`src/adcof_pkg.sv`:
```
// Package for the converter output formatter: constants, register map and carrier types
`default_nettype none

package adcof_pkg;

	// ==========================================================
	// Widths
	// ==========================================================
	localparam int SMP_W  = 12;              // Sample word width
	localparam int PAIR_W = SMP_W / 2;       // Differential pairs per channel
	localparam int ADDR_W = 4;               // Register port address width
	localparam int DATA_W = 32;              // Register port data width

	// ==========================================================
	// Timing
	// ==========================================================
	localparam int MCLK_NS   = 5;                     // Master clock period
	localparam int SAMPLE_NS = 20;                    // Sample period on the pins
	localparam int PHASES    = SAMPLE_NS / MCLK_NS;   // Master cycles per sample
	localparam logic [1:0] PH_LAST = 2'(PHASES - 1);  // Last phase of a sample
	localparam logic [1:0] PH_HALF = 2'(PHASES / 2);  // First phase of second half
	localparam logic [1:0] PH_PRE  = 2'(PHASES / 2 - 1); // Phase before second half
	localparam int LAT_NORM  = 14;                    // Latency, processing path
	localparam int LAT_LOW   = 10;                    // Latency, bypass path

	// ==========================================================
	// Register map
	// ==========================================================
	localparam logic [ADDR_W-1:0] REG_CFG  = 4'h0;   // Mode configuration
	localparam logic [ADDR_W-1:0] REG_DRV  = 4'h4;   // Buffer settings
	localparam logic [ADDR_W-1:0] REG_STAT = 4'h8;   // Effective state, read only
	localparam int CFG_BITS = 7;
	localparam int DRV_BITS = 8;
	localparam int STAT_BITS = 8;
	localparam logic [CFG_BITS-1:0] CFG_RST = 7'h00; // CMOS, offset binary
	localparam logic [DRV_BITS-1:0] DRV_RST = 8'h00; // 3.5 mA, open, default drive

	// ==========================================================
	// Codes
	// ==========================================================
	localparam logic [SMP_W-1:0] OB_POS = 12'h7FF;   // Offset binary, positive clamp
	localparam logic [SMP_W-1:0] OB_NEG = 12'h000;   // Offset binary, negative clamp
	localparam logic [SMP_W-1:0] TC_POS = 12'h3FF;   // Two-complement, positive clamp
	localparam logic [SMP_W-1:0] TC_NEG = 12'h400;   // Two-complement, negative clamp
	localparam logic [2:0] PM_NORMAL = 3'h0;
	localparam logic [2:0] PM_OFF_A  = 3'h1;
	localparam logic [2:0] PM_OFF_B  = 3'h2;
	localparam logic [2:0] PM_OFF_AB = 3'h3;
	localparam logic [2:0] PM_DOWN   = 3'h4;
	localparam logic [2:0] PM_MUX    = 3'h7;

	// ==========================================================
	// Carrier types
	// ==========================================================
	typedef struct packed {
		logic             ovr_pos;   // Positive overdrive
		logic             ovr_neg;   // Negative overdrive
		logic [SMP_W-1:0] code;      // Offset-binary core code
	} adcof_smp_t;

	typedef struct packed {
		adcof_smp_t a;
		adcof_smp_t b;
	} adcof_pair_t;

	typedef struct packed {
		logic       pin_ctrl;        // Take modes from pins
		logic [2:0] power_mode;      // Power and bus mode field
		logic       low_latency;     // Bypass processing
		logic       twos;            // Two-complement format
		logic       ddr;             // Double-data-rate signalling
	} adcof_cfg_t;

	typedef struct packed {
		logic       clk_strong;      // Raised clock drive
		logic       data_strong;     // Raised data drive
		logic [2:0] term;            // Termination selections
		logic       cur_double;      // Doubled buffer current
		logic [1:0] cur_sel;         // 0:3.5 1:2.5 2:4.5 3:1.75 mA
	} adcof_drv_t;

endpackage : adcof_pkg

`default_nettype wire

```
`src/adcof_delay_line.sv`:
```
// Sample delay line with selectable output tap
`default_nettype none

module adcof_delay_line (
	input  wire logic                 mclk_in,     // Master clock
	input  wire logic                 reset_n_in,  // Async reset, low
	input  wire logic                 shift_in,    // Advance one sample
	input  wire logic                 low_lat_in,  // Take the short tap
	input  wire adcof_pkg::adcof_pair_t din_in,    // New sample pair
	output      adcof_pkg::adcof_pair_t dout_out   // Delayed sample pair
);
	import adcof_pkg::*;

	adcof_pair_t mem_q [LAT_NORM];

	// ==========================================================
	// Shift chain, one stage per sample period
	// ==========================================================
	always_ff @(posedge mclk_in or negedge reset_n_in) begin
		if (!reset_n_in) begin
			for (int i = 0; i < LAT_NORM; i++) begin
				mem_q[i] <= '0;
			end
		end else if (shift_in) begin
			mem_q[0] <= din_in;
			for (int i = 1; i < LAT_NORM; i++) begin
				mem_q[i] <= mem_q[i-1];
			end
		end
	end

	// Tap choice; the long tap stands for the processing path
	assign dout_out = low_lat_in ? mem_q[LAT_LOW-1] : mem_q[LAT_NORM-1];

endmodule // adcof_delay_line

`default_nettype wire

```
`src/adcof_top.sv`:
```
// Output formatter of a dual-channel 12-bit sampling converter
//
// Contract
// Two 12-bit words plus shared clock
// Signalling chosen by bit or strap
// CMOS: every bit on own pin
// Receiver captures CMOS on rising edge
// DDR: two bits per pair per cycle
// Even bits rising, odd bits falling
// Receiver captures DDR on both edges
// Current 3.5 mA default, three others
// Doubling bit doubles data and clock
// Three free termination selections
// Raised drive for data and clock
// Format chosen by bit or strap
// Positive clamp 0x7FF or 0x3FF
// Negative clamp 0x000 or 0x400
// Shared bus only in CMOS
// Shared bus on B, A three-stated
// Shared bus only below 65 MSPS
// Shared bus by field or pins
// Field value 111 or pins high
// Latency 14, or 10 when bypassed
// Bypass disables processing features
// Shared bus: A then B
//
// The address map and the plain strobed port were chosen for this implementation.
`default_nettype none

module adcof_top (
	input  wire logic                         mclk_in,        // Master clock, 200 MHz
	input  wire logic                         reset_n_in,     // Async reset, low
	// Register port
	input  wire logic [adcof_pkg::ADDR_W-1:0] reg_addr_in,    // Byte address
	input  wire logic [adcof_pkg::DATA_W-1:0] reg_wdata_in,   // Write data
	input  wire logic                         reg_wr_in,      // Write strobe
	input  wire logic                         reg_rd_in,      // Read strobe
	output      logic [adcof_pkg::DATA_W-1:0] reg_rdata_out,  // Read data, next cycle
	// Converter core
	input  wire adcof_pkg::adcof_pair_t       core_smp_in,    // Raw samples, both channels
	output      logic                         core_take_out,  // Sample taken this cycle
	// Strap and mode pins
	input  wire logic                         parallel_config_strap_pin_in, // Strap
	input  wire logic                         mode_pin_one_in,    // Mode pin 1 (msb)
	input  wire logic                         mode_pin_two_in,    // Mode pin 2
	input  wire logic                         mode_pin_three_in,  // Mode pin 3 (lsb)
	// CMOS outputs
	output      logic [adcof_pkg::SMP_W-1:0]  channel_a_bus_out,  // Channel A data
	output      logic                         channel_a_bus_oe_out, // A drive enable
	output      logic [adcof_pkg::SMP_W-1:0]  channel_b_bus_out,  // Channel B data
	output      logic                         channel_b_bus_oe_out, // B drive enable
	output      logic                         single_ended_output_clock_out, // CMOS clock
	// DDR outputs
	output      logic [adcof_pkg::PAIR_W-1:0] ddr_a_out,          // Channel A pairs
	output      logic [adcof_pkg::PAIR_W-1:0] ddr_b_out,          // Channel B pairs
	output      logic                         ddr_oe_out,         // DDR buffers on
	output      logic                         differential_output_clock_out, // DDR clock
	// Stored buffer settings and processing enable
	output      adcof_pkg::adcof_drv_t        drv_set_out,        // Analog buffer settings
	output      logic                         proc_path_en_out    // Processing usable
);
	import adcof_pkg::*;

	// ==========================================================
	// Helper functions
	// ==========================================================
	// Even or odd bits of a word, packed onto the pairs
	function automatic logic [PAIR_W-1:0] pick_bits(input logic [SMP_W-1:0] w,
		input logic odd);
		logic [PAIR_W-1:0] r;
		r = '0;
		for (int i = 0; i < PAIR_W; i++) begin
			r[i] = w[2*i + int'(odd)];
		end
		return r;
	endfunction

	// Final code with format and overdrive clamp
	function automatic logic [SMP_W-1:0] fmt_code(input adcof_smp_t s, input logic twos);
		logic [SMP_W-1:0] r;
		r = twos ? {~s.code[SMP_W-1], s.code[SMP_W-2:0]} : s.code;
		if (s.ovr_pos) begin
			r = twos ? TC_POS : OB_POS;
		end else if (s.ovr_neg) begin
			r = twos ? TC_NEG : OB_NEG;
		end
		return r;
	endfunction

	// Output buffer of one channel turned off by the power field
	function automatic logic chan_off(input logic [2:0] pm, input logic is_b);
		logic r;
		unique case (pm)
			PM_OFF_A:  r = !is_b;
			PM_OFF_B:  r = is_b;
			PM_OFF_AB: r = 1'b1;
			PM_DOWN:   r = 1'b1;
			default:   r = 1'b0;
		endcase
		return r;
	endfunction

	// ==========================================================
	// Pin synchronisers
	// ==========================================================
	logic [3:0] pin_meta_q;
	logic [3:0] pin_sync_q;
	wire  [3:0] pin_raw = {parallel_config_strap_pin_in, mode_pin_one_in,
		mode_pin_two_in, mode_pin_three_in};

	// Two stages; only the second stage is read by logic
	always_ff @(posedge mclk_in or negedge reset_n_in) begin
		if (!reset_n_in) begin
			pin_meta_q <= '0;
			pin_sync_q <= '0;
		end else begin
			pin_meta_q <= pin_raw;
			pin_sync_q <= pin_meta_q;
		end
	end

	// ==========================================================
	// Registers
	// ==========================================================
	adcof_cfg_t        cfg_q;
	adcof_drv_t        drv_q;
	logic [DATA_W-1:0] rdata_q;
	logic [STAT_BITS-1:0] stat_w;

	wire wr_cfg = reg_wr_in && (reg_addr_in == REG_CFG);
	wire wr_drv = reg_wr_in && (reg_addr_in == REG_DRV);

	// Software writes; reserved bits are dropped
	always_ff @(posedge mclk_in or negedge reset_n_in) begin
		if (!reset_n_in) begin
			cfg_q <= adcof_cfg_t'(CFG_RST);
			drv_q <= adcof_drv_t'(DRV_RST);
		end else begin
			if (wr_cfg) begin
				cfg_q <= adcof_cfg_t'(reg_wdata_in[CFG_BITS-1:0]);
			end
			if (wr_drv) begin
				drv_q <= adcof_drv_t'(reg_wdata_in[DRV_BITS-1:0]);
			end
		end
	end

	// Read data, valid only in the cycle after the strobe
	always_ff @(posedge mclk_in or negedge reset_n_in) begin
		if (!reset_n_in) begin
			rdata_q <= '0;
		end else if (reg_rd_in) begin
			unique case (reg_addr_in)
				REG_CFG:  rdata_q <= DATA_W'(cfg_q);
				REG_DRV:  rdata_q <= DATA_W'(drv_q);
				REG_STAT: rdata_q <= DATA_W'(stat_w);
				default:  rdata_q <= '0;
			endcase
		end else begin
			rdata_q <= '0;
		end
	end

	assign reg_rdata_out = rdata_q;
	assign drv_set_out   = drv_q;

	// ==========================================================
	// Effective modes
	// ==========================================================
	// Strap selects both signalling and format under pin control
	wire       eff_ddr  = cfg_q.pin_ctrl ? pin_sync_q[3] : cfg_q.ddr;
	wire       eff_twos = cfg_q.pin_ctrl ? pin_sync_q[3] : cfg_q.twos;
	wire [2:0] eff_pm   = cfg_q.pin_ctrl ? pin_sync_q[2:0] : cfg_q.power_mode;
	// Field 111 gives the shared bus, never with DDR
	wire       mux_on   = (eff_pm == PM_MUX) && !eff_ddr;
	wire       low_lat  = cfg_q.low_latency;

	// Processing features are held off while bypassed
	assign proc_path_en_out = !low_lat;

	// ==========================================================
	// Sample phase and pipeline
	// ==========================================================
	logic [1:0]   ph_q;
	adcof_pair_t  dly_w;
	wire          last_ph = (ph_q == PH_LAST);
	wire          pre_ph  = (ph_q == PH_PRE);
	wire [1:0]    ph_d    = last_ph ? 2'h0 : ph_q + 2'h1;

	// Phase counter; one sample per PHASES master cycles
	always_ff @(posedge mclk_in or negedge reset_n_in) begin
		if (!reset_n_in) begin
			ph_q <= '0;
		end else begin
			ph_q <= ph_d;
		end
	end

	assign core_take_out = last_ph;

	adcof_delay_line u_dly (
		.mclk_in    (mclk_in),
		.reset_n_in (reset_n_in),
		.shift_in   (last_ph),
		.low_lat_in (low_lat),
		.din_in     (core_smp_in),
		.dout_out   (dly_w)
	);

	wire [SMP_W-1:0] fmt_a = fmt_code(dly_w.a, eff_twos);
	wire [SMP_W-1:0] fmt_b = fmt_code(dly_w.b, eff_twos);

	// Channel B word held for the second half of a shared-bus period
	logic [SMP_W-1:0] hold_b_q;

	always_ff @(posedge mclk_in or negedge reset_n_in) begin
		if (!reset_n_in) begin
			hold_b_q <= '0;
		end else if (last_ph) begin
			hold_b_q <= fmt_b;
		end
	end

	// ==========================================================
	// CMOS path
	// ==========================================================
	logic [SMP_W-1:0] bus_a_q;
	logic [SMP_W-1:0] bus_b_q;
	logic             se_clk_q;

	// Full words each sample; shared bus puts A first, then B
	always_ff @(posedge mclk_in or negedge reset_n_in) begin
		if (!reset_n_in) begin
			bus_a_q <= '0;
			bus_b_q <= '0;
		end else if (last_ph) begin
			bus_a_q <= fmt_a;
			bus_b_q <= mux_on ? fmt_a : fmt_b;
		end else if (pre_ph && mux_on) begin
			bus_b_q <= hold_b_q;
		end
	end

	// Clock rises mid-word so a rising-edge receiver has margin
	wire se_clk_d = mux_on ? ph_d[0] : (ph_d >= PH_HALF);

	always_ff @(posedge mclk_in or negedge reset_n_in) begin
		if (!reset_n_in) begin
			se_clk_q <= 1'b0;
		end else begin
			se_clk_q <= !eff_ddr && se_clk_d;
		end
	end

	// Shared bus doubles the word rate, so the sample period is kept long
	assign channel_a_bus_out    = bus_a_q;
	assign channel_a_bus_oe_out = !eff_ddr && !mux_on && !chan_off(eff_pm, 1'b0);
	assign channel_b_bus_out    = bus_b_q;
	assign channel_b_bus_oe_out = !eff_ddr && (mux_on || !chan_off(eff_pm, 1'b1));
	assign single_ended_output_clock_out = se_clk_q;

	// ==========================================================
	// DDR path
	// ==========================================================
	logic [PAIR_W-1:0] pair_a_q;
	logic [PAIR_W-1:0] pair_b_q;
	logic              diff_clk_q;

	// Even bits with the rising clock, odd bits with the falling one
	always_ff @(posedge mclk_in or negedge reset_n_in) begin
		if (!reset_n_in) begin
			pair_a_q <= '0;
			pair_b_q <= '0;
		end else if (last_ph) begin
			pair_a_q <= pick_bits(fmt_a, 1'b0);
			pair_b_q <= pick_bits(fmt_b, 1'b0);
		end else if (pre_ph) begin
			pair_a_q <= pick_bits(bus_a_q, 1'b1);
			pair_b_q <= pick_bits(hold_b_q, 1'b1);
		end
	end

	// Clock high in the first half; both edges carry data for the receiver
	always_ff @(posedge mclk_in or negedge reset_n_in) begin
		if (!reset_n_in) begin
			diff_clk_q <= 1'b0;
		end else begin
			diff_clk_q <= eff_ddr && (ph_d < PH_HALF);
		end
	end

	assign ddr_a_out  = pair_a_q;
	assign ddr_b_out  = pair_b_q;
	assign ddr_oe_out = eff_ddr && (eff_pm != PM_DOWN);
	assign differential_output_clock_out = diff_clk_q;

	// ==========================================================
	// Status word
	// ==========================================================
	assign stat_w = {se_clk_q || diff_clk_q, !low_lat, eff_pm, mux_on, eff_twos, eff_ddr};

endmodule // adcof_top

`default_nettype wire

```
`config.mk`:
```
export PLATFORM = sky130hd
export DESIGN_NAME = adcof_top
export DESIGN_NICKNAME = d
export VERILOG_FILES = /design/src/adcof_pkg.sv /design/src/adcof_delay_line.sv /design/src/adcof_top.sv
export SDC_FILE = /design/constraint.sdc
export NUM_CORES = 1
export LEC_CHECK = 0
export ABC_AREA = 0
export BUFFER_PORTS_ARGS = -buffer_cell sky130_fd_sc_hd__buf_2
export CAP_MARGIN = 20
export CORE_ASPECT_RATIO = 1.2
export CORE_MARGIN = 2
export CORE_UTILIZATION = 55
export CTS_CLUSTER_DIAMETER = 30
export DETAILED_ROUTE_END_ITERATION = 8
export GPL_TIMING_DRIVEN = 0
export PLACE_DENSITY = 0.74
export SYNTH_ARGS = -nofsm -noshare
export SYNTH_HDL_FRONTEND = slang
export SYNTH_SLANG_ARGS = --single-unit
```
`constraint.sdc`:
```
create_clock -name mclk_in -period 5 [get_ports mclk_in]
set_clock_uncertainty 0.15 [all_clocks]
set_input_delay 0.25 -clock mclk_in [delete_from_list [all_inputs] [get_ports mclk_in]]
set_output_delay 0.25 -clock mclk_in [all_outputs]
set_load 0.05 [all_outputs]
```
Word level (Yosys, flattened, before mapping) --
Index checks and enable logic that the tools add are counted.
Operators by class: reductions and logical operators 22, magnitude comparators 2, eq/ne operators 10, add/subtract/negate cells 1, bitwise operators 2, mux-type cells 25
Operator list (number):
- 2-to-1 mux 12 bit | 9
- 2-to-1 mux 32 bit | 1
- 2-to-1 mux 28 bit | 1
- 2-to-1 mux 6 bit | 4
- case mux 8 bit (3 select lines) | 1
- 2-to-1 mux 11 bit | 2
- logical AND 1 bit | 10
- equality test 3 x 2 -> 1 bit, second input constant | 2
- equality test 3 bit, second input constant | 2
- OR reduction 3 bit | 2
- zero test 1 bit | 5
- 2-to-1 mux 1 bit | 5
- equality test 4 x 3 -> 1 bit, second input constant | 1
- equality test 4 bit, second input constant | 1
- zero test 4 bit | 1
- nonzero test 2 bit | 2
- equality test 3 x 1 -> 1 bit, second input constant | 1
- 2-to-1 mux 3 bit | 1
- != test 3 bit, second input constant | 1
- adder 2 x 1 -> 2 bit, second input constant | 1
- equality test 2 x 1 -> 1 bit, second input constant | 1
- equality test 2 bit, second input constant | 1
- >= comparator 2 bit, second input constant | 1
- logical OR 1 bit | 2
- 3 further kinds | 4
Word-level totals: bits in registers 499, word-level logic and storage cells 167, output and inout bits 83, input port bits 72

Depth between registers and ports, before layout --
word-level depth 7, mapped depth 7, depth with buffers taken out 5

Modules after synthesis --
A second synthesis with hierarchy kept.
Unflattened totals: cells, all modules 1211, area total of the unflattened synthesis 20826.2 sq um
Modules (own cells, without submodules):
- adcof_delay_line | area each 16842.4 sq um, times used 1, seq. area each 9809.4 sq um, cells an instance 859
- adcof_top | area each 3983.8 sq um, times used 1, seq. area each 2077.0 sq um, cells an instance 352

Least setup slack after synthesis --
OpenSTA, ideal clock, no wires.
kind register -> output, from reg cfg_q[6] (netlist name), to out channel_b_bus_oe_out, data required time 4.600 ns, arrival time 2.237 ns, cell stages (with the launch flop) 5, path buffers 1, setup slack 2.363 ns, path through dfrtp_1 -> buf_2 -> mux2i_1 -> o21ai_0 -> a311oi_1
Between the ends: cells in the longest elaborated chain, start to end 7, elaborated cells between the ends (all ways) 13, classes of those cells eq/ne: 4; mux: 3; reduce/logical: 6
Ends and longest elaborated chain:
- from (decl) | line adcof_top.sv:125 | adcof_cfg_t cfg_q;
- from (signal assigned) | line adcof_top.sv:136 | cfg_q <= adcof_cfg_t'(CFG_RST);
- from (signal assigned) | line adcof_top.sv:140 | cfg_q <= adcof_cfg_t'(reg_wdata_in[CFG_BITS-1:0]);
- 2-to-1 mux 3 bit | line adcof_top.sv:173 | wire [2:0] eff_pm = cfg_q.pin_ctrl ? pin_sync_q[2:0] : cfg_q.power_mode;
- equality test 3 bit or equality test 3 x 2 -> 1 bit (tied branches) | line adcof_top.sv:93 | unique case (pm)
- OR reduction 3 bit (no line)
- 2-to-1 mux 1 bit | line adcof_top.sv:93
- zero test 1 bit | line adcof_top.sv:259 | assign channel_b_bus_oe_out = !eff_ddr && (mux_on || !chan_off(eff_pm, 1'b1));
- logical OR 1 bit | line adcof_top.sv:259
- logical AND 1 bit (*) | line adcof_top.sv:259
- to (decl) | line adcof_top.sv:51 | output logic channel_b_bus_oe_out,
Every way passes the cells marked *; elsewhere a longest branch is shown, timed or not.

Worst setup path in the final report --
Same ends and word-level chain as after synthesis.

==> flow_summary.toml <==
[setup_path]
rr_worst_depth = 6
cp-end-kind = "output pin"
start_kind = "register"
cp.arrival_ps = 2400
path_max_fanout = 10
required_ps = 4600
critPathKind = "register to output pin"

[finish]
drive_above_1_share_pct = 48.7
insertedDiodeCount = 0
final_area_um2 = 23200
nets = 1551
area_growth_pct = 24.2
n_fill_cell = 2182

[floorplan]
coreArea_um2 = 33300
fp-row-count = 73
die_h_um = 206
start_util_pct = 56.0
dieWidth_um = 172
die_area_um2 = 35500
io_pins = 155

[clock_tree]
clockBufferDepth = 3
cts_buffers = 77
root_buffer = "clkbuf_16"
clk_pin_slew_ps = 50
clkLatencyLatePin_ps = 580
tritoncts = "yes"
cts_sinks = 475
cts_max_level = 3

[place]
placed_area_um2 = 20000
port-buffer-count = 106
gp_congestion = 0.791
dpl.hpwl_um = 22600
pre_cts_slack_ps = 2590

[drt]
vias = 10595
post_drt_wl_per_cell_um = 17.4
top_layer_used = "met4"
vias_per_cell = 5.32
wl_um = 34700
route.detailed.drc = 0
drt-met1-wl_um = 14700
drtPass1Iterations = 4
wl_met3_um = 1540
dr_wl_met2_um = 17700
ant_nets = 0
initialDrtViolationCount = 610

[pwr]
ir_drop_v = 0.000313
powerDensity_nw_per_um2 = 466
total_power_mw = 10.8
power_leakage_nw = 10.5

[sta]
hold_viol_final = 0
worst_pin_slew_ps = 714
tns_ps = 0
setup_viol = 0
fin_ws_ps = 2200
rsz0062_at_grt = "false"
timing.hold.ws_ps = 21.9
min_period_over_period_pct = 56.1
period_minus_slack_ps = 2800
fmax_mhz = 357
slew_viol_final = 0
relSlewSlack_pct = 52.4

[global_route]
antenna_found_initial = 0
grt_max_degree = 127
overflow = 0
grtUsageTotal_pct = 20.7
grt_pass1_wl_um = 58200
grt_pass1_vias = 11432

[worst_hold_path]
hp-class = "primary input to register"
holdPathStages = 4

[run]
maxCapViolations = 0

[synth]
syn-cell-area_um2 = 18700
synthFlopType = "dfrtp_1"
synth_commonest_cells = "dfrtp_1, mux2_2, buf_2"
yosysTopAreaCellShare_pct = 63.6
ys_seq_elements = 475
synth-edff-count = 0
ys_warn_count = 0
synth_area_per_cell_um2 = 15.3
seq_area_frac_synth_pct = 63.6
synth.largest_area_cell = "dfrtp_1"
synth_most_common_cell = "dfrtp_1"
async_flop_share_pct = 100
synth_cell_types = 49
yosys-top-cells-area = "dfrtp_1, mux2_2, buf_2, mux2i_1, buf_4"
synthCells = 1217

[outcome]
status = "completed"
==> flip-flops by register name, indices dropped and copies added, names as in the netlist <==
| name | flops |
|---|---|
| low_lat | 1 |
| hold_b_q | 12 |
| channel_a_bus_out | 12 |
| ph_q | 2 |
| pin_sync_q | 4 |
| ddr_a_out | 6 |
| u_dly.mem_q | 392 |
| cfg_q | 6 |
| reg_rdata_out | 8 |
| drv_set_out | 8 |
| ddr_b_out | 6 |
| differential_output_clock_out | 1 |
| pin_meta_q | 4 |
| single_ended_output_clock_out | 1 |
| channel_b_bus_out | 12 |
==> path summary, 6_finish.rpt <==
kind	slack, ps	start	endpoint
worst max-delay path	2200	cfg_q[6]$_DFFE_PN0P_	channel_b_bus_oe_out
worst min register to register	190	pin_meta_q[0]$_DFF_PN0_	pin_sync_q[0]$_DFF_PN0_
worst max register to register	2550	ph_q[0]$_DFF_PN0_	channel_b_bus_out[4]$_DFFE_PN0P_
min in group asynchronous	30	reset_n_in	drv_set_out[5]$_DFFE_PN0P_
max in group asynchronous	3260	reset_n_in	u_dly.mem_q[339]$_DFFE_PN0P_
worst min-delay path	20	reg_addr_in[1]	reg_rdata_out[6]$_DFF_PN0_
==> worst max-delay path, stage by stage, from the launching register on <==
cell and delay (ps):
dfrtp_1 410, buf_2 250, mux2i_1 380, o21ai_0 150, a311oi_1 320, buf_2 330
==> cells by family (layout without fill, tap and decap cells) <==
logic type      Yosys count  in the layout  share of synthesized area [%]
compound gates          121            121                           4.50
other cells               1             24                         0.0201
xor+xnor                  3              3                          0.141
flops                   475            475                           63.6
buf+inv                 103            404                           3.00
mux                     445            445                           26.7
simple gates             67             67                           1.84
fa+ha+maj                 2              2                          0.134
==> final cells by class <==
class | instances | area (um2) | area share [%]
plain buffers | 92 | 519 | 2.24
flip-flops and latches | 475 | 11900 | 51.2
inverters | 11 | 41.3 | 0.178
clock buffers | 90 | 2060 | 8.86
well taps | 450 | 563 | 2.43
clock inverters | 53 | 684 | 2.95
multi-input cells | 662 | 6320 | 27.2
repair buffers | 158 | 1130 | 4.88
==> metrics by stage <==
| step | utilization (%) | instances |
|---|---|---|
| after global routing | 69.6 | 1991 |
| after CTS | 69.6 | 1991 |
| after global placement | 59.6 | 1796 |
| after detailed placement | 59.9 | 1800 |
| final | 69.6 | 1991 |
| after floorplan | - | 1240 |
==> power breakdown <==
group / internal, mW / switching, mW / leakage, nW / total [mW]
clock network: 3.53 / 1.92 / 1.32 / 5.45
registers: 4.11 / 0.164 / 5.75 / 4.27
logic: 0.387 / 0.717 / 3.40 / 1.10
==> cell usage in the layout, fill, tap and decap left out, types with 12 or more instances in the layout <==
master	synthesis	routed
dfrtp_1	475	475
mux2_2	417	417
buf_2	45	150
clkbuf_16	0	77
dlygate4sd3_1	0	48
nor2_1	25	25
buf_4	25	25
conb_1	1	24
mux2i_1	22	22
clkbuf_1	15	20
o21ai_0	20	20
a221oi_1	20	20
nand2_1	19	19
a21oi_1	18	18
a22oi_1	16	16
inv_6	0	13
a31oi_1	12	12
==> layer usage <==
layer  vias up  track usage [%]
met2       253             35.9
met3        60             4.33
met5         -                0
met4         0             7.08
li1       4877                -
met1      5405             25.8
==> repair_timing <==
item	4_1_cts	5_1_grt
endpoints found under the setup margin	0	0
hold buffers	48	0
setup buffers	0	0
endpoints found under the hold margin	298	0
resized for setup	0	0
(Power assumes the default switching activity.)
